[src/include/sdr_defines.svh]
`ifndef SDR_DEFINES_SVH
`define SDR_DEFINES_SVH
// ----------------------------------------------------------------
// Serial frame layout
// ----------------------------------------------------------------
`define SDR_FRAME_BITS 5'd16
`define SDR_HDR_LAST_BIT 5'd5
`define SDR_DATA_LSB 6
// ----------------------------------------------------------------
// Mode select codes
// ----------------------------------------------------------------
`define SDR_MODE_INIT 3'h0
`define SDR_MODE_NORMAL 3'h1
`define SDR_MODE_SLEEP 3'h2
`define SDR_MODE_RESTART 3'h3
`define SDR_MODE_FAILSAFE 3'h4
`define SDR_MODE_FLASH 3'h5
`define SDR_MODE_READONLY 3'h7
// ----------------------------------------------------------------
// Configuration select codes
// ----------------------------------------------------------------
`define SDR_SEL_WAKE 3'h3
`define SDR_SEL_CONFIG 3'h4
`define SDR_SEL_DIAG 3'h7
// Strap bit that marks software development mode
`define SDR_STRAP_SDM_BIT 2
// ----------------------------------------------------------------
// APB map and reset values
// ----------------------------------------------------------------
`define SDR_OFF_CTRL 8'h00
`define SDR_OFF_STATUS 8'h04
`define SDR_OFF_IRQ_STAT 8'h08
`define SDR_OFF_IRQ_CLR 8'h0c
`define SDR_OFF_IRQ_EN 8'h10
`define SDR_CTRL_RESET 1'h1
`define SDR_IRQ_EN_RESET 4'h0
`define SDR_SYNC_RESET 3'h4
// Edges after reset release until the strap capture holds pin data
`define SDR_STRAP_WAIT 2'h3
// Interrupt status bit positions
`define SDR_IRQ_FRAME 0
`define SDR_IRQ_READONLY 1
`define SDR_IRQ_RESTART 2
`define SDR_IRQ_FALLBACK 3
`endif

[src/include/sdr_pkg.sv]
package sdr_pkg;
  // One serial frame, mode bits shifted first
  typedef struct packed {
    logic [9:0] data;
    logic [2:0] sel;
    logic [2:0] mode;
  } sdr_frame_t;

  // Diagnostic readout word fields
  typedef struct packed {
    logic [2:0] strap;
    logic [2:0] fallback;
    logic [1:0] restart;
  } sdr_diag_t;

  // Link sequencer, Gray coded along idle-shift-done
  typedef enum logic [1:0] {
    SDR_IDLE = 2'b00,
    SDR_SHIFT = 2'b01,
    SDR_DONE = 2'b11
  } sdr_link_state_t;
endpackage : sdr_pkg

[src/hdl/sdr_link_sync.sv]
`timescale 1ns/10ps
// ----------------------------------------------------------------
// Two-flop synchroniser with edge detection
// ----------------------------------------------------------------
module sdr_link_sync #(
  parameter int WIDTH = 3,
  parameter logic [WIDTH-1:0] RESET_VAL = '0
) (
  input wire logic i_clock,
  input wire logic i_rst,
  input wire logic [WIDTH-1:0] i_async,
  output logic [WIDTH-1:0] o_level,
  output logic [WIDTH-1:0] o_rise,
  output logic [WIDTH-1:0] o_fall
);
  logic [WIDTH-1:0] meta_reg; // First stage, read only by sync_reg
  logic [WIDTH-1:0] sync_reg; // Safe level
  logic [WIDTH-1:0] last_reg; // Previous safe level for edges

  // Chain of three flops
  always_ff @(posedge i_clock)
  begin
    if (i_rst)
    begin
      meta_reg <= RESET_VAL;
      sync_reg <= RESET_VAL;
      last_reg <= RESET_VAL;
    end
    else
    begin
      meta_reg <= i_async;
      sync_reg <= meta_reg;
      last_reg <= sync_reg;
    end
  end

  assign o_level = sync_reg;
  assign o_rise = sync_reg & ~last_reg;
  assign o_fall = ~sync_reg & last_reg;
endmodule : sdr_link_sync

[src/hdl/sdr_top.sv]
// Our own choices: the APB interface to the registers and the register addresses.
`timescale 1ns/10ps
`include "sdr_defines.svh"
// What this block does
// - Two-bit restart cause field recorded
// - Read-only read of diagnostics clears restart
// - Leaving sleep or fail-safe clears restart
// - Three-bit fallback cause code stored
// - Fallback off write zeroes fallback cause
// - Three-bit strap readout, top bit development
// - Development mode: watchdog failure causes nothing
// - Normal command answers previous request next
// - First normal frame: prior mode, wake/fallback
// - Host restart or init: config register first
// - Automatic first answer clears nothing
// - Read-only clears selected register's interrupt bits
// - Read-only writes nothing, mode unchanged
// - Read-only counts as watchdog trigger
// - Read-only answers within same frame
// - Frames shift least significant bit first
// - Select 111 returns diagnostic readout word
module sdr_top (
  input wire logic i_clock,
  input wire logic i_rst,
  // APB slave
  input wire logic i_psel,
  input wire logic i_penable,
  input wire logic i_pwrite,
  input wire logic [7:0] i_paddr,
  input wire logic [31:0] i_pwdata,
  output logic [31:0] o_prdata,
  output logic o_pready,
  output logic o_pslverr,
  // Serial link from the host
  input wire logic i_csn,
  input wire logic i_sclk,
  input wire logic i_sdi,
  output logic o_sdo,
  output logic o_sdo_oe,
  // Device state and events
  input wire logic i_mode_change,
  input wire logic [2:0] i_prev_mode,
  input wire logic [2:0] i_new_mode,
  input wire logic i_restart_by_host,
  input wire logic i_restart_event,
  input wire logic [1:0] i_restart_cause,
  input wire logic i_fallback_event,
  input wire logic [2:0] i_fallback_cause,
  input wire logic i_fallback_off,
  input wire logic [2:0] i_strap_code,
  input wire logic i_wd_fail,
  input wire logic [7:0][9:0] i_reg_words,
  // Results toward the device
  output logic o_wr_valid,
  output sdr_pkg::sdr_frame_t o_wr_cmd,
  output logic o_rd_clear,
  output logic [2:0] o_rd_clear_sel,
  output logic o_wd_trigger,
  output logic o_sdm_active,
  output logic o_wd_restart_req,
  output logic o_irq
);
  import sdr_pkg::*;

  // ----------------------------------------------------------------
  // Pin synchronisers
  // ----------------------------------------------------------------
  logic [2:0] link_level; // {csn, sclk, sdi}
  logic [2:0] link_rise;
  logic [2:0] link_fall;
  logic [2:0] strap_sync; // Strap pins after two flops

  sdr_link_sync #(.WIDTH(3), .RESET_VAL(`SDR_SYNC_RESET)) u_link_sync (
    .i_clock(i_clock),
    .i_rst(i_rst),
    .i_async({i_csn, i_sclk, i_sdi}),
    .o_level(link_level),
    .o_rise(link_rise),
    .o_fall(link_fall)
  );

  sdr_link_sync #(.WIDTH(3), .RESET_VAL(3'h0)) u_strap_sync (
    .i_clock(i_clock),
    .i_rst(i_rst),
    .i_async(i_strap_code),
    .o_level(strap_sync),
    .o_rise(),
    .o_fall()
  );

  wire csn_fall = link_fall[2]; // Frame start
  wire csn_rise = link_rise[2]; // Frame end
  wire sclk_rise = link_rise[1]; // Host samples on rise, so do we
  wire sclk_fall = link_fall[1]; // Output changes on fall
  wire sdi_bit = link_level[0];

  // ----------------------------------------------------------------
  // State
  // ----------------------------------------------------------------
  sdr_link_state_t state_reg, state_next; // Link sequencer
  logic [15:0] rx_reg; // Incoming frame
  logic [15:0] tx_reg; // Outgoing frame
  logic [4:0] rx_cnt_reg; // Bits received
  logic [3:0] tx_idx_reg; // Bit now on the output
  logic sdo_reg; // Output data flop
  logic oe_reg; // Output enable flop
  logic [1:0] restart_reg, restart_next; // Restart cause
  logic [2:0] fallback_reg, fallback_next; // Fallback cause
  logic [2:0] strap_reg; // Strap capture
  logic [1:0] strap_done_reg; // Edges since release, stops when strap is held
  logic [2:0] cur_mode_reg; // Mode reported in mode bits
  logic [2:0] pend_sel_reg; // Select asked by previous command
  logic pend_auto_reg; // Pending answer was automatic
  logic ctrl_en_reg; // Link enable
  logic [3:0] irq_stat_reg, irq_en_reg;
  logic wr_valid_reg, rd_clear_reg, wd_trig_reg, wd_req_reg;
  logic [2:0] rd_clear_sel_reg;
  sdr_frame_t wr_cmd_reg;
  logic [31:0] prdata_reg;
  logic pslverr_reg;

  // Diagnostic word assembled from the three fields
  sdr_diag_t diag_word;
  assign diag_word = '{strap: strap_reg, fallback: fallback_reg, restart: restart_reg};

  // Register readback; select 111 is served here
  function automatic logic [9:0] sdr_pick(input logic [2:0] sel, input sdr_diag_t diag,
                                          input logic [7:0][9:0] words);
    sdr_pick = (sel == `SDR_SEL_DIAG) ? {2'h0, diag} : words[sel];
  endfunction : sdr_pick

  // ----------------------------------------------------------------
  // Frame decode
  // ----------------------------------------------------------------
  sdr_frame_t rx_frame;
  assign rx_frame = rx_reg;
  wire is_ro = (rx_frame.mode == `SDR_MODE_READONLY);
  wire [2:0] early_mode = rx_reg[2:0];
  wire [2:0] early_sel = {sdi_bit, rx_reg[4:3]};
  wire ro_header = sclk_rise && (state_reg == SDR_SHIFT) && (rx_cnt_reg == `SDR_HDR_LAST_BIT)
                   && (early_mode == `SDR_MODE_READONLY);
  wire frame_start = csn_fall && ctrl_en_reg && (state_reg == SDR_IDLE);
  wire frame_ok = (state_reg == SDR_DONE);
  wire explicit_start = frame_start && !pend_auto_reg;
  wire [2:0] cmd_sel = rx_frame.sel;

  // Previous answer: mode bits, select, then requested data
  wire [15:0] resp_word = {sdr_pick(pend_sel_reg, diag_word, i_reg_words), pend_sel_reg, cur_mode_reg};

  // First-frame choice on entry to normal mode
  wire sdm = strap_reg[`SDR_STRAP_SDM_BIT];
  wire cfg13 = !sdm && !strap_reg[0]; // Configurations one and three
  wire enter_normal = i_mode_change && (i_new_mode == `SDR_MODE_NORMAL);
  wire [2:0] auto_sel = (i_prev_mode == `SDR_MODE_SLEEP) ? `SDR_SEL_WAKE :
                        (i_prev_mode == `SDR_MODE_FAILSAFE) ? `SDR_SEL_DIAG :
                        (i_prev_mode == `SDR_MODE_RESTART && !i_restart_by_host && cfg13) ?
                        `SDR_SEL_DIAG : `SDR_SEL_CONFIG;

  // Clear sources for the restart field
  wire leave_quiet = i_mode_change && (i_prev_mode == `SDR_MODE_SLEEP || i_prev_mode == `SDR_MODE_FAILSAFE);
  wire ro_diag_done = frame_ok && is_ro && (cmd_sel == `SDR_SEL_DIAG);
  wire nrm_diag_read = explicit_start && (pend_sel_reg == `SDR_SEL_DIAG);
  wire restart_clr = ro_diag_done || nrm_diag_read || leave_quiet;

  // ----------------------------------------------------------------
  // Diagnostic field next values, set wins over clear
  // ----------------------------------------------------------------
  always_comb
  begin
    restart_next = restart_reg;
    if (i_restart_event)
      restart_next = i_restart_cause;
    else if (restart_clr)
      restart_next = 2'h0;
    fallback_next = fallback_reg;
    if (i_fallback_event)
      fallback_next = i_fallback_cause;
    else if (i_fallback_off)
      fallback_next = 3'h0;
  end

  // Diagnostic registers and strap capture after reset release
  always_ff @(posedge i_clock)
  begin
    if (i_rst)
    begin
      restart_reg <= 2'h0;
      fallback_reg <= 3'h0;
      strap_reg <= 3'h0;
      strap_done_reg <= 2'h0;
    end
    else
    begin
      restart_reg <= restart_next;
      fallback_reg <= fallback_next;
      // Follows the synchroniser until it has filled, then holds; an earlier grab sees reset zeros
      if (strap_done_reg != `SDR_STRAP_WAIT)
      begin
        strap_done_reg <= strap_done_reg + 2'h1;
        strap_reg <= strap_sync;
      end
    end
  end

  // ----------------------------------------------------------------
  // Link sequencer
  // ----------------------------------------------------------------
  always_comb
  begin
    state_next = state_reg;
    case (state_reg)
      SDR_IDLE: if (frame_start) state_next = SDR_SHIFT;
      // Short frames return to idle, skipping the end-of-frame effects
      SDR_SHIFT: if (csn_rise) state_next = (rx_cnt_reg == `SDR_FRAME_BITS) ? SDR_DONE : SDR_IDLE;
      SDR_DONE: state_next = SDR_IDLE;
      default: state_next = SDR_IDLE;
    endcase
  end

  // Shift registers; both directions LSB first
  always_ff @(posedge i_clock)
  begin
    if (i_rst)
    begin
      state_reg <= SDR_IDLE;
      rx_reg <= 16'h0000;
      tx_reg <= 16'h0000;
      rx_cnt_reg <= 5'h00;
      tx_idx_reg <= 4'h0;
      sdo_reg <= 1'b0;
      oe_reg <= 1'b0;
    end
    else
    begin
      state_reg <= state_next;
      oe_reg <= (state_next == SDR_SHIFT);
      if (frame_start)
      begin
        tx_reg <= resp_word;
        sdo_reg <= resp_word[0];
        tx_idx_reg <= 4'h0;
        rx_cnt_reg <= 5'h00;
      end
      else if (state_reg == SDR_SHIFT)
      begin
        if (sclk_rise && rx_cnt_reg < `SDR_FRAME_BITS)
        begin
          rx_reg[rx_cnt_reg[3:0]] <= sdi_bit;
          rx_cnt_reg <= rx_cnt_reg + 5'h01;
        end
        // Data bits are still ahead on the wire when the header ends
        if (ro_header)
          tx_reg[15:`SDR_DATA_LSB] <= sdr_pick(early_sel, diag_word, i_reg_words);
        if (sclk_fall && tx_idx_reg != 4'hf)
        begin
          tx_idx_reg <= tx_idx_reg + 4'h1;
          sdo_reg <= tx_reg[tx_idx_reg + 4'h1];
        end
      end
    end
  end

  // ----------------------------------------------------------------
  // Command effects
  // ----------------------------------------------------------------
  always_ff @(posedge i_clock)
  begin
    if (i_rst)
    begin
      cur_mode_reg <= `SDR_MODE_INIT;
      pend_sel_reg <= `SDR_SEL_CONFIG;
      pend_auto_reg <= 1'b1;
      wr_valid_reg <= 1'b0;
      wr_cmd_reg <= '0;
      rd_clear_reg <= 1'b0;
      rd_clear_sel_reg <= 3'h0;
      wd_trig_reg <= 1'b0;
      wd_req_reg <= 1'b0;
    end
    else
    begin
      wr_valid_reg <= frame_ok && !is_ro;
      wd_trig_reg <= frame_ok;
      wd_req_reg <= i_wd_fail && !sdm;
      rd_clear_reg <= (frame_ok && is_ro) || explicit_start;
      rd_clear_sel_reg <= (frame_ok && is_ro) ? cmd_sel : pend_sel_reg;
      if (frame_ok && !is_ro)
      begin
        wr_cmd_reg <= rx_frame;
        pend_sel_reg <= cmd_sel;
        pend_auto_reg <= 1'b0;
      end
      if (i_mode_change)
        cur_mode_reg <= i_new_mode;
      if (enter_normal)
      begin
        cur_mode_reg <= i_prev_mode;
        pend_sel_reg <= auto_sel;
        pend_auto_reg <= 1'b1;
      end
      else if (frame_start && pend_auto_reg)
        cur_mode_reg <= `SDR_MODE_NORMAL;
    end
  end

  // ----------------------------------------------------------------
  // APB slave, zero wait states
  // ----------------------------------------------------------------
  wire apb_setup = i_psel && !i_penable;
  wire apb_write = i_psel && i_penable && i_pwrite;
  wire hit_ctrl = (i_paddr == `SDR_OFF_CTRL);
  wire hit_stat = (i_paddr == `SDR_OFF_STATUS);
  wire hit_irq_st = (i_paddr == `SDR_OFF_IRQ_STAT);
  wire hit_irq_clr = (i_paddr == `SDR_OFF_IRQ_CLR);
  wire hit_irq_en = (i_paddr == `SDR_OFF_IRQ_EN);
  wire hit_any = hit_ctrl | hit_stat | hit_irq_st | hit_irq_clr | hit_irq_en;
  wire [31:0] rd_mux = hit_ctrl ? {31'h0, ctrl_en_reg} :
                       hit_stat ? {14'h0, state_reg, pend_sel_reg, cur_mode_reg, 2'h0, diag_word} :
                       hit_irq_st ? {28'h0, irq_stat_reg} :
                       hit_irq_en ? {28'h0, irq_en_reg} : 32'h0;
  wire [3:0] irq_set = {i_fallback_event, i_restart_event, frame_ok && is_ro, frame_ok};
  wire [3:0] irq_clr = (apb_write && hit_irq_clr) ? i_pwdata[3:0] : 4'h0;

  // Bus registers; an event in the clear cycle survives
  always_ff @(posedge i_clock)
  begin
    if (i_rst)
    begin
      ctrl_en_reg <= `SDR_CTRL_RESET;
      irq_en_reg <= `SDR_IRQ_EN_RESET;
      irq_stat_reg <= 4'h0;
      prdata_reg <= 32'h0;
      pslverr_reg <= 1'b0;
    end
    else
    begin
      irq_stat_reg <= (irq_stat_reg & ~irq_clr) | irq_set;
      if (apb_setup)
      begin
        prdata_reg <= i_pwrite ? 32'h0 : rd_mux;
        pslverr_reg <= !hit_any;
      end
      if (apb_write && hit_ctrl)
        ctrl_en_reg <= i_pwdata[0];
      if (apb_write && hit_irq_en)
        irq_en_reg <= i_pwdata[3:0];
    end
  end

  // ----------------------------------------------------------------
  // Outputs
  // ----------------------------------------------------------------
  assign o_prdata = prdata_reg;
  assign o_pready = 1'b1;
  assign o_pslverr = pslverr_reg & i_psel & i_penable;
  assign o_sdo = sdo_reg;
  assign o_sdo_oe = oe_reg;
  assign o_wr_valid = wr_valid_reg;
  assign o_wr_cmd = wr_cmd_reg;
  assign o_rd_clear = rd_clear_reg;
  assign o_rd_clear_sel = rd_clear_sel_reg;
  assign o_wd_trigger = wd_trig_reg;
  assign o_sdm_active = sdm;
  assign o_wd_restart_req = wd_req_reg;
  assign o_irq = |(irq_stat_reg & irq_en_reg);

  // ----------------------------------------------------------------
  // Checks
  // ----------------------------------------------------------------
  ro_no_write_a: assert property (@(posedge i_clock) disable iff (i_rst)
    (frame_ok && is_ro) |=> !o_wr_valid ##1 !o_wr_valid)
    else $error("read-only frame produced a write");
  ro_wd_trig_a: assert property (@(posedge i_clock) disable iff (i_rst)
    (frame_ok && is_ro) |=> o_wd_trigger && o_rd_clear && o_rd_clear_sel == $past(cmd_sel))
    else $error("read-only frame missed trigger or clear");
  nrm_write_a: assert property (@(posedge i_clock) disable iff (i_rst)
    (frame_ok && !is_ro) |=> o_wr_valid && o_wr_cmd == $past(rx_reg) && pend_sel_reg == $past(cmd_sel))
    else $error("normal frame not forwarded");
  restart_set_a: assert property (@(posedge i_clock) disable iff (i_rst)
    i_restart_event |=> restart_reg == $past(i_restart_cause))
    else $error("restart cause not recorded");
  quiet_clear_a: assert property (@(posedge i_clock) disable iff (i_rst)
    (leave_quiet && !i_restart_event) |=> restart_reg == 2'h0)
    else $error("restart cause kept after sleep or fail-safe");
  fb_off_a: assert property (@(posedge i_clock) disable iff (i_rst)
    (i_fallback_off && !i_fallback_event) |=> fallback_reg == 3'h0)
    else $error("fallback cause kept after switch off");
  sdm_gate_a: assert property (@(posedge i_clock) disable iff (i_rst)
    (i_wd_fail && o_sdm_active) |=> !o_wd_restart_req)
    else $error("watchdog failure acted in development mode");
  sleep_first_a: assert property (@(posedge i_clock) disable iff (i_rst)
    (enter_normal && i_prev_mode == `SDR_MODE_SLEEP) |=> pend_sel_reg == `SDR_SEL_WAKE
    && cur_mode_reg == `SDR_MODE_SLEEP && pend_auto_reg)
    else $error("first frame after sleep wrong");
  auto_clear_a: assert property (@(posedge i_clock) disable iff (i_rst)
    (frame_start && pend_auto_reg && !frame_ok) |=> !o_rd_clear && $stable(restart_reg[1:0]) || $past(i_restart_event)
    || $past(leave_quiet))
    else $error("automatic answer cleared status");
  ro_same_a: assert property (@(posedge i_clock) disable iff (i_rst)
    ro_header |=> tx_reg[15:6] == $past(sdr_pick(early_sel, diag_word, i_reg_words)))
    else $error("read-only data not loaded in frame");
endmodule : sdr_top

[config.mk]
export PLATFORM = sky130hd
export DESIGN_NAME = sdr_top
export DESIGN_NICKNAME = d
export VERILOG_FILES = /design/src/include/sdr_pkg.sv /design/src/hdl/sdr_link_sync.sv /design/src/hdl/sdr_top.sv
export VERILOG_INCLUDE_DIRS = /design/src /design/src/include
export SDC_FILE = /design/constraint.sdc
export NUM_CORES = 1
export LEC_CHECK = 0
export BUFFER_PORTS_ARGS = -buffer_cell sky130_fd_sc_hd__buf_2
export CAP_MARGIN = 10
export CORE_AREA = 2 2 80 159
export CTS_CLUSTER_SIZE = 8
export DETAILED_ROUTE_END_ITERATION = 8
export DIE_AREA = 0 0 82 161
export GPL_TIMING_DRIVEN = 0
export PLACE_DENSITY = 0.85
export SLEW_MARGIN = 20
export SYNTH_ARGS = -nofsm -noshare
export SYNTH_HDL_FRONTEND = slang
export SYNTH_HIERARCHICAL = 1
export SYNTH_SLANG_ARGS = --single-unit
[constraint.sdc]
create_clock -name i_clock -period 3.6 [get_ports i_clock]
set_clock_uncertainty 0.15 [all_clocks]
set_input_delay 0.72 -clock i_clock [delete_from_list [all_inputs] [get_ports i_clock]]
set_output_delay 0.72 -clock i_clock [all_outputs]
set_load 0.005 [all_outputs]
==> results by group, run 1 <==
Logic synthesis
  – Avg Synthesized Cell Area: 9.608 um^2
  – Warnings from Yosys: 6
  – Synthesized instance count: 667
  – Cell Area, Synth: roughly 6400 um^2

Critical path
  – Critical path type: register to register
  – Cell type group with the largest total delay on the critical path: buffers and inverters
  – Max incr delay on CP: 0.61 ns
  – CP arrival: 2.51 ns
  – Worst path bufs/invs: 2
  – CP required: 3.74 ns
  – Reg-to-reg slack, setup: 1.23 ns
  – Worst r2r path cells: 5
  – Slowest CP cell: buf_1
  – Crit path cell chain: clkbuf_1, buf_1, mux4_2, mux2i_1, o32ai_1
  – Worst Setup End Kind: register
  – Worst Path Max Fanout: 10
  – CP startpoint kind: register
  – Reg-to-reg endpoint: tx_reg[13]$_SDFFE_PP0P_
  – Worst R2R Start: pend_sel_reg[1]$_SDFFE_PP0P_

Die
  – Die area: roughly 13000 um^2
  – Die H: 161 um
  – Die Width: 82 um
  – Core Box Area: approximately 12000 um^2
  – Ports: 209
  – FP Rows: between 50 and 60
  – Starting Density: 0.5349

Routing
  – # DRC: 0
  – Avg WL per Cell: roughly 19 um
  – Drt initial violations: 557
  – Antenna viol nets, final: 0
  – Total Wirelength: 18760 um
  – Vias: 6029
  – DR pass1 iterations: 5
  – Vias per cell: slightly below 6

Global routing
  – Met3 Usage GRT: 0.07151
  – GRT Util Overall: 0.2911
  – Vias in the first global route: 5967
  – Met1 GRT Util: 0.3376
  – GR Util met2: 0.4789
  – Global-route wire length before repair: 29120 um
  – Initial antenna violation count: 0
  – Gr busiest metal: met2
  – GR Overflow Total: 0
  – Largest net degree at the start of global routing: 17

Layout
  – Antenna Cells: 0
  – Post-layout instance area: 7950 um^2
  – Area grow syn2layout: 24.05%
  – Final cell count without fillers: 1012
  – Layout cells sized above 1: 0.3202
  – Final Util: 0.6635
  – Layout Nets: just over 1000
  – FILL cells: 972

Placed design
  – GP Congestion: 0.8782
  – Port-buffer cells: approximately 150
  – Dpl cells: 981
  – Placement-stage cell area: between 7000 and 8000 um^2
  – Dpl hpwl: roughly 14000 um

Flow run
  – Max-cap violation count: 0

Worst hold path
  – Worst hold start: u_link_sync/meta_reg[2]$_SDFF_PP1_
  – Worst Hold Class: register to register
  – Hold EP: u_link_sync/o_level[2]$_SDFF_PP1_
  – Hold path cells: 1

Power and ir drop
  – Pwr dens: 416.9 nW/um^2
  – Max VDD drop: approximately 0.38 mV
  – Lkg Pwr: roughly 3.3 nW

Clock network
  – Htree depth: 4
  – CTS root buffer: clkbuf_16
  – Clk Latency, worst-skew pair: 0.42 ns
  – Post-CTS Setup Bufs: 0
  – Num CTS Buffers: 17
  – Clk buf depth: 2
  – Clk pin slew, worst setup/hold paths: 0.06 ns
  – Clk sink count: 125
  – Cts hold-fix bufs: 0
  – CTS tree: built
  – Post-CTS sizing: 0

STA
  – Max transition margin: 0.4386
  – Final Hold Viols: 0
  – Slew @ Worst Pin: 0.8344 ns
  – Count of final setup violators: 0
  – Final worst-path cycle share: 0.6595
  – Slew Viols, Final: 0
  – TNS Setup: 0 ns
  – Min Hold Slack: 0.2586 ns
  – Min cycle time layout: 2.374 ns
  – RSZ-0062 raised after global routing: no
  – Achievable Freq: 421.2 MHz

Status
  – Status: finished clean
-- area by class of cell --
class                   count  area, um^2  area share
plain buffers              66       367.9     0.04627
clock buffers              25       505.5     0.06358
clock inverters             6       35.03    0.004407
inverters                   5       18.77    0.002361
multi-input cells         486        3576      0.4498
flip-flops and latches    125        2502      0.3148
well taps                 147       183.9     0.02313
repair buffers            152       760.7     0.09569
-- stage by stage --
| stage | total power [mW] | setup slack [ns] |
|---|---|---|
| 3_5_place_dp | 1.775 | 0.8768 |
| 4_1_cts | 3.311 | 1.270 |
| 6_report | 3.314 | 1.226 |
| 5_1_grt | 3.406 | 1.157 |
| 3_3_place_gp | 1.759 | 0.8817 |
| 2_1_floorplan | 1.641 | 1.300 |
-- where the power goes --
part	total, mW	switching [mW]	internal [mW]	leakage, nW
combinational	0.317	0.164	0.154	2.01
clock	1.56	0.598	0.960	0.265
sequential	1.44	0.0229	1.42	1.01
-- cell usage in the layout, fill, tap and decap left out, drive strengths merged, types with 2 or more instances in the layout --
cell,instances
and3,4
a22oi,19
a31oi,2
nor2,73
and2,6
and4bb,2
conb,17
nor3,6
ha,6
xnor2,4
nor3b,6
clkbuf,46
buf,197
nand3b,5
nor4,4
a21oi,54
mux4,41
clkinvlp,2
a211oi,12
nand2b,6
or2,4
dfxtp,125
nand2,83
mux2i,35
nor2b,29
o32ai,8
xor2,4
o211ai,9
nand4,2
o221a,2
nand3,20
o21ai,12
clkinv,5
inv,4
or3,2
-- worst max path at each step --
| stage | startpoint | to | slack [ns] | cells after the start |
|---|---|---|---|---|
| 2_1_floorplan | i_paddr[7] | irq_stat_reg[1]$_SDFF_PP0_ | 1.30 | 5 |
| 3_3_place_gp | i_paddr[7] | irq_stat_reg[2]$_SDFF_PP0_ | 0.88 | 6 |
| 3_5_place_dp | i_paddr[7] | irq_stat_reg[2]$_SDFF_PP0_ | 0.88 | 6 |
| 4_1_cts | i_rst | tx_reg[13]$_SDFFE_PP0P_ | 1.27 | 6 |
| 5_1_grt | i_rst | tx_reg[13]$_SDFFE_PP0P_ | 1.16 | 6 |
| 6_report | pend_sel_reg[1]$_SDFFE_PP0P_ | tx_reg[13]$_SDFFE_PP0P_ | 1.23 | 5 |
-- metal layers --
metal,wire length (um),vias to the layer above
met3,1594,96
li1,-,2742
met1,6948,2820
met5,0,-
met4,928,0
met2,9284,371
-- worst register-to-register path: stages (launching register included) --
cell	delay, ns
dfxtp_1	0.30
clkbuf_1	0.43
buf_1	0.61
mux4_2	0.42
mux2i_1	0.23
o32ai_1	0.10
(Power assumes the default switching activity.)
==> run 2, diff against run 1 <==
--- a/config.mk
+++ b/config.mk
@@ -8,12 +8,12 @@
 export LEC_CHECK = 0
 export BUFFER_PORTS_ARGS = -buffer_cell sky130_fd_sc_hd__buf_2
 export CAP_MARGIN = 10
-export CORE_AREA = 2 2 80 159
+export CORE_AREA = 2 2 83 164
 export CTS_CLUSTER_SIZE = 8
 export DETAILED_ROUTE_END_ITERATION = 8
-export DIE_AREA = 0 0 82 161
+export DIE_AREA = 0 0 85 166
 export GPL_TIMING_DRIVEN = 0
-export PLACE_DENSITY = 0.85
+export PLACE_DENSITY = 0.8
 export SLEW_MARGIN = 20
 export SYNTH_ARGS = -nofsm -noshare
 export SYNTH_HDL_FRONTEND = slang
==> constraint.sdc (replaced) <==
create_clock -name i_clock -period 2.3 [get_ports i_clock]
set_clock_uncertainty 0.15 [all_clocks]
set_input_delay 0.46 -clock i_clock [delete_from_list [all_inputs] [get_ports i_clock]]
set_output_delay 0.46 -clock i_clock [all_outputs]
set_load 0.005 [all_outputs]
==> run 2 against run 1 <==
Sequential power rose by 56%. Fmax increased by 6.8%. Sequential share of layout area is 0.059 points lower. Critical endpoint is now o_sdo$_SDFFE_PP0P_. Register-to-register slack lost 1.1 ns. Routed wire length up 2.8%. Critical path type unchanged. Die area increased by 6.9%. Count of clock-buffer cells in the layout decreased by 5. Global-route usage decreased by 2.2 points. Worst hold slack got worse by 0.19 ns. Utilization fell by 4.7 points.
==> results by group, run 2 (same netlist as run 1, synthesis figures left out) <==
Layout
  – Multi-input logic area: 3578 um^2 (was 3576 um^2)
  – Post-layout instance area: 7965 um^2 (was 7950 um^2)
  – Layout Nets: 1006 (was 1007)
  – Final Util: 0.6166 (was 0.6635)
  – Commonest non-fill, non-tap cells in the layout: buf_2 (163), dfxtp_1 (125), nand2_1 (83), nor2_1 (73), a21oi_1 (54) (unchanged)
  – Commonest non-fill, non-tap cell in the layout: buf_2 (unchanged)
  – Reg area: 2502 um^2 (unchanged)
  – Layout cells sized above 1: 0.3256 (was 0.3202)
  – Area grow syn2layout: 24.29% (was 24.05%)
  – FILL cells: 1109 (was 972)

STA
  – RSZ-0062 raised after global routing: no (unchanged)
  – Slew Viols, Final: 0 (unchanged)
  – Max transition margin: 0.4480 (was 0.4386)
  – Count of final setup violators: 0 (unchanged)
  – Min cycle time layout: 2.223 ns (was 2.374 ns)
  – Achievable Freq: 449.9 MHz (was 421.2 MHz)
  – Final Hold Viols: 0 (unchanged)
  – Slew @ Worst Pin: 0.8279 ns (was 0.8344 ns)
  – Final Worst Setup Slack: 0.07722 ns (was 1.226 ns)
  – Final worst-path cycle share: 0.9664 (was 0.6595)
  – TNS Setup: 0 ns (unchanged)

Critical path
  – Cell type group with the largest total delay on the critical path: multiplexers (was buffers and inverters)
  – Max incr delay on CP: 0.54 ns (was 0.61 ns)
  – Worst path bufs/invs: 0 (was 2)
  – CP arrival: 2.34 ns (was 2.51 ns)
  – Slowest CP cell: mux4_2 (was buf_1)
  – Critical path type: register to register (unchanged)
  – CP startpoint kind: register (unchanged)
  – Worst Path Max Fanout: 5 (was 10)
  – CP required: 2.42 ns (was 3.74 ns)
  – Worst Setup End Kind: register (unchanged)
  – Most frequent CP cell: mux4_2
  – Crit path cell chain: ha_2, mux4_2, mux4_2, nand2_1, a31oi_1 (was clkbuf_1, buf_1, mux4_2, mux2i_1, o32ai_1)

Placed design
  – Placement-stage cell area: 7416 um^2 (was 7410 um^2)
  – Port-buffer cells: 152 (unchanged)
  – GP Congestion: 0.9472 (was 0.8782)
  – Place WS: -0.1912 ns (was 0.8768 ns)
  – Dpl hpwl: 14680 um (was 13750 um)

Power and ir drop
  – Pwr dens: 652.4 nW/um^2 (was 416.9 nW/um^2)
  – Lkg Pwr: 3.286 nW (was 3.294 nW)
  – Max VDD drop: 0.6117 mV (was 0.3790 mV)

Global routing
  – Global-route wire length before repair: 29300 um (was 29120 um)
  – Initial antenna violation count: 2 (was 0)
  – GRT Util Overall: 0.2692 (was 0.2911)
  – GR Overflow Total: 0 (unchanged)
  – Largest net degree at the start of global routing: 20 (was 17)
  – Vias in the first global route: 5881 (was 5967)

Clock network
  – Cts hold-fix bufs: 0 (unchanged)
  – Htree depth: 4 (unchanged)
  – Num CTS Buffers: 17 (unchanged)
  – Post-CTS Setup Bufs: 0 (unchanged)
  – CTS root buffer: clkbuf_16 (unchanged)
  – CTS tree: built (unchanged)
  – Clk pin slew, worst setup/hold paths: 0.05 ns (was 0.06 ns)
  – Clk sink count: 125 (unchanged)
  – Clk buf depth: 2 (unchanged)
  – Clk Latency, worst-skew pair: 0.41 ns (was 0.42 ns)

Routing
  – Total Wirelength: 19280 um (was 18760 um)
  – # DRC: 0 (unchanged)
  – Vias: 5958 (was 6029)
  – Vias per cell: 5.858 (was 5.958)
  – Avg WL per Cell: 18.96 um (was 18.53 um)
  – Antenna viol nets, final: 0 (unchanged)
  – Drt initial violations: 462 (was 557)
  – DR pass1 iterations: 5 (unchanged)

Die
  – Die area: 14110 um^2 (was 13200 um^2)
  – Core Box Area: 12920 um^2 (was 11980 um^2)
  – Starting Density: 0.4961 (was 0.5349)
  – FP Rows: 59 (was 57)
  – Die Width: 85 um (was 82 um)
  – Die H: 166 um (was 161 um)
  – Ports: 209 (unchanged)

Worst hold path
  – Worst Hold Class: input pin to register (was register to register)

Status
  – Status: finished clean (unchanged)

Flow run
  – Max-cap violation count: 0 (unchanged)
==> run 2: changes by cell type in the layout (fill, tap and decap cells not counted), sizes merged <==
cell / previous run / this run
buf: 197 / 195
diode: 0 / 2
clkbuf: 46 / 42
bufinv: 0 / 1
clkinvlp: 2 / 5
==> run 2: cell type report <==
type / count / area share
Multi-Input combinational cell: 486 / 0.4493
Sequential cell: 125 / 0.3142
Timing Repair Buffer: 152 / 0.09551
Clock buffer: 20 / 0.05608
Buffer: 65 / 0.04618
Tap cell: 152 / 0.02388
Clock inverter: 10 / 0.01194
Inverter: 5 / 0.002356
Antenna cell: 2 / 0.0006283
==> run 2: metal layers <==
| metal | part of all wire | GRT usage | vias up |
|---|---|---|---|
| met5 | 0 | 0 | - |
| met4 | 0.074 | 0.2043 | 0 |
| met3 | 0.065 | 0.05467 | 91 |
| met2 | 0.53 | 0.4745 | 297 |
| met1 | 0.33 | 0.2675 | 2828 |
| li1 | - | - | 2742 |
==> run 2: worst paths after layout <==
kind / from / to / slack, ns / depth (start not counted)
worst max register to register: tx_idx_reg[1]$_SDFFE_PP0P_ / o_sdo$_SDFFE_PP0P_ / 0.08 / 5
worst min-delay path: i_csn / u_link_sync/meta_reg[2]$_SDFF_PP1_ / 0.07 / 2
worst min register to register: u_link_sync/meta_reg[2]$_SDFF_PP1_ / u_link_sync/o_level[2]$_SDFF_PP1_ / 0.25 / 1
worst max-delay path: tx_idx_reg[1]$_SDFFE_PP0P_ / o_sdo$_SDFFE_PP0P_ / 0.08 / 5
==> run 2: timing repair <==
action,CTS,global route
pin swaps,0,0
resized for setup,0,6
endpoints found under the setup margin,2,9
==> run 2: through the flow <==
step	hold WS (ns)	std cells	total power [mW]
CTS	0.06458	1015	5.209
detailed placement	0.2433	986	2.782
global placement	0.2386	986	2.773
floorplan	0.2332	682	2.569
finish	0.07258	1017	5.196
global route	0.06896	1016	5.350
==> run 2: where the power goes <==
group	switching, mW	internal [mW]
clock network	0.949	1.50
logic	0.255	0.240
registers	0.0387	2.22
==> run 3, diff against run 2 <==
--- a/config.mk
+++ b/config.mk
@@ -13,7 +13,7 @@
 export DETAILED_ROUTE_END_ITERATION = 8
 export DIE_AREA = 0 0 85 166
 export GPL_TIMING_DRIVEN = 0
-export PLACE_DENSITY = 0.8
+export PLACE_DENSITY = 0.84
 export SLEW_MARGIN = 20
 export SYNTH_ARGS = -nofsm -noshare
 export SYNTH_HDL_FRONTEND = slang
==> run 3 against run 2 <==
Worst hold slack got worse by 0.0029 ns. Die area unchanged. Critical path depth unchanged. First-iteration DRC count increased by 2.4%. Register-to-register slack about the same. Highest routed layer unchanged. Combinational power increased by 3%. Non-clock buffer count increased by 1. Worst setup slack improved by 0.0047 ns. Global-route usage increased by 1.5 points.
==> results by group, run 3 (same netlist as run 1, synthesis figures left out) <==
Power and ir drop
  – Sequential power share: 0.384 (was 0.434)
  – Pwr dens: 721.2 nW/um^2 (was 652.4 nW/um^2)
  – Net Sw Power: 1.265 mW (was 1.243 mW)
  – P_int: 4.598 mW (was 3.953 mW)
  – Lkg Pwr: 3.383 nW (was 3.286 nW)
  – Clock Power Share: 0.530 (was 0.471)
  – Sw Share: 0.2158 (was 0.2392)
  – Max VDD drop: 0.6266 mV (was 0.6117 mV)
  – Combinational Power Share: 0.087 (was 0.095)

Critical path
  – Worst Path Max Fanout: 5 (unchanged)
  – Setup crit start: tx_idx_reg[1]$_SDFFE_PP0P_ (unchanged)
  – CP required: 2.42 ns (about the same)
  – Critical path type: register to register (unchanged)
  – Worst Setup End Kind: register (unchanged)
  – CP arrival: 2.34 ns (about the same)
  – CP startpoint kind: register (unchanged)
  – Worst R2R Start: tx_idx_reg[1]$_SDFFE_PP0P_ (unchanged)

Die
  – Ports: 209 (unchanged)
  – Die H: 166 um (unchanged)
  – Core Box Area: 12920 um^2 (unchanged)
  – FP Rows: 59 (unchanged)
  – Die Width: 85 um (unchanged)
  – Starting Density: 0.4961 (unchanged)
  – Die area: 14110 um^2 (unchanged)

Routing
  – Drt initial violations: 473 (was 462)
  – Antenna viol nets, final: 0 (unchanged)
  – # DRC: 0 (unchanged)
  – DR pass1 iterations: 6 (was 5)
  – Vias: 6166 (was 5958)
  – Total Wirelength: 19990 um (was 19280 um)
  – Avg WL per Cell: 19.63 um (was 18.96 um)
  – Vias per cell: 6.057 (was 5.858)

Clock network
  – Htree depth: 4 (unchanged)
  – Clk pin slew, worst setup/hold paths: 0.05 ns (about the same)
  – CTS root buffer: clkbuf_16 (unchanged)
  – CTS tree: built (unchanged)
  – Clk sink count: 125 (unchanged)
  – Clk buf depth: 2 (unchanged)
  – Clk Latency, worst-skew pair: 0.42 ns (was 0.41 ns)
  – Cts hold-fix bufs: 0 (unchanged)
  – Num CTS Buffers: 17 (unchanged)

Global routing
  – Largest net degree at the start of global routing: 17 (was 20)
  – Vias in the first global route: 6281 (was 5881)
  – Global-route wire length before repair: 31080 um (was 29300 um)
  – Initial antenna violation count: 0 (was 2)
  – GRT Util Overall: 0.2838 (was 0.2692)
  – GR Overflow Total: 0 (unchanged)

Placed design
  – Dpl hpwl: 14710 um (was 14680 um)
  – GP Congestion: 0.9995 (was 0.9472)
  – Port-buffer cells: 152 (unchanged)

STA
  – RSZ-0062 raised after global routing: no (unchanged)
  – Final worst-path cycle share: 0.9644 (was 0.9664)
  – Min cycle time layout: 2.218 ns (was 2.223 ns)
  – Slew Viols, Final: 0 (unchanged)
  – Min Hold Slack: 0.06969 ns (was 0.07258 ns)
  – Slew @ Worst Pin: 0.8829 ns (was 0.8279 ns)
  – Max transition margin: 0.4114 (was 0.4480)
  – TNS Setup: 0 ns (unchanged)
  – Final Hold Viols: 0 (unchanged)
  – Count of final setup violators: 0 (unchanged)
  – Achievable Freq: 450.8 MHz (was 449.9 MHz)

Layout
  – Commonest non-fill, non-tap cell in the layout: buf_2 (unchanged)
  – Layout Nets: 1007 (was 1006)
  – Antenna Cells: 0 (was 2)
  – FILL cells: 1001 (was 1109)
  – Layout cells sized above 1: 0.3349 (was 0.3256)
  – Commonest non-fill, non-tap cells in the layout: buf_2 (163), dfxtp_1 (125), nand2_1 (83), nor2_1 (73), a21oi_1 (54) (unchanged)
  – Area grow syn2layout: 26.86% (was 24.29%)

Worst hold path
  – Worst hold start: i_csn (unchanged)
  – Worst Hold Class: input pin to register (unchanged)

Status
  – Status: finished clean (unchanged)

Flow run
  – Max-cap violation count: 0 (unchanged)
==> run 3: cell count changes in the layout (fill, tap and decap cells not counted), sizes merged <==
cell	change
bufinv	+5
clkinv	-1
clkbuf	+3
buf	-1
diode	-2
clkinvlp	-3
==> run 3: power by group through the flow <==
stage | Combinational (mW) | Sequential [mW] | Clock, mW
6_report | 0.508 | 2.25 | 3.11
5_1_grt | 0.544 | 2.25 | 3.21
4_1_cts | 0.494 | 2.25 | 3.10
3_5_place_dp | 0.487 | 2.29 | 0
3_3_place_gp | 0.479 | 2.29 | 0
2_1_floorplan | 0.287 | 2.28 | 0
==> run 3: cell type report <==
class | count | area [um^2] | area share
Sequential cell | 125 | 2502 | 0.3078
Buffer | 66 | 377.9 | 0.04648
Timing Repair Buffer | 152 | 760.7 | 0.09357
Multi-Input combinational cell | 486 | 3590 | 0.4415
Inverter | 5 | 18.77 | 0.002308
Tap cell | 152 | 190.2 | 0.02339
Clock buffer | 21 | 480.5 | 0.05910
Clock inverter | 11 | 210.2 | 0.02585
==> run 3: repair_timing <==
action / 4_1_cts / 5_1_grt
resized for setup: 3 / 10
pin swaps: 0 / 0
setup buffers: 0 / 0
hold endpoints to repair: 0 / 0
setup endpoints to repair: 8 / 37
==> run 3: path summary, 6_finish.rpt <==
kind                                                      endpoint  slack (ns)  cells after the start
worst max register to register                  o_sdo$_SDFFE_PP0P_        0.08                      5
worst max-delay path                            o_sdo$_SDFFE_PP0P_        0.08                      5
worst min-delay path            u_link_sync/meta_reg[2]$_SDFF_PP1_        0.07                      2
worst min register to register   u_link_sync/o_level[2]$_SDFF_PP1_        0.26                      1
==> run 3: per-layer routing <==
layer	track usage	part of all wire
met4	0.1988	0.064
met3	0.06809	0.086
met5	0	0
met1	0.2789	0.33
met2	0.5048	0.52
==> run 3: metrics by stage <==
step / cells / worst slack, ns / instance area (um^2) / utilization / power [mW]
2_1_floorplan: 682 / 0.2401 / 6465 / - / 2.569
3_3_place_gp: 986 / -0.2430 / 7416 / 0.5740 / 2.772
3_5_place_dp: 986 / -0.2558 / 7416 / 0.5740 / 2.782
4_1_cts: 1018 / 0.04695 / 8110 / 0.6278 / 5.844
5_1_grt: 1018 / 0.004797 / 8130 / 0.6293 / 6.004
6_report: 1018 / 0.08195 / 8130 / 0.6293 / 5.864
==> run 3: critical path: stages, from the launching register on <==
cell and delay, ns:
dfxtp_1 0.34, ha_2 0.42, mux4_2 0.55, mux4_2 0.46, nand2_1 0.08, a31oi_1 0.07
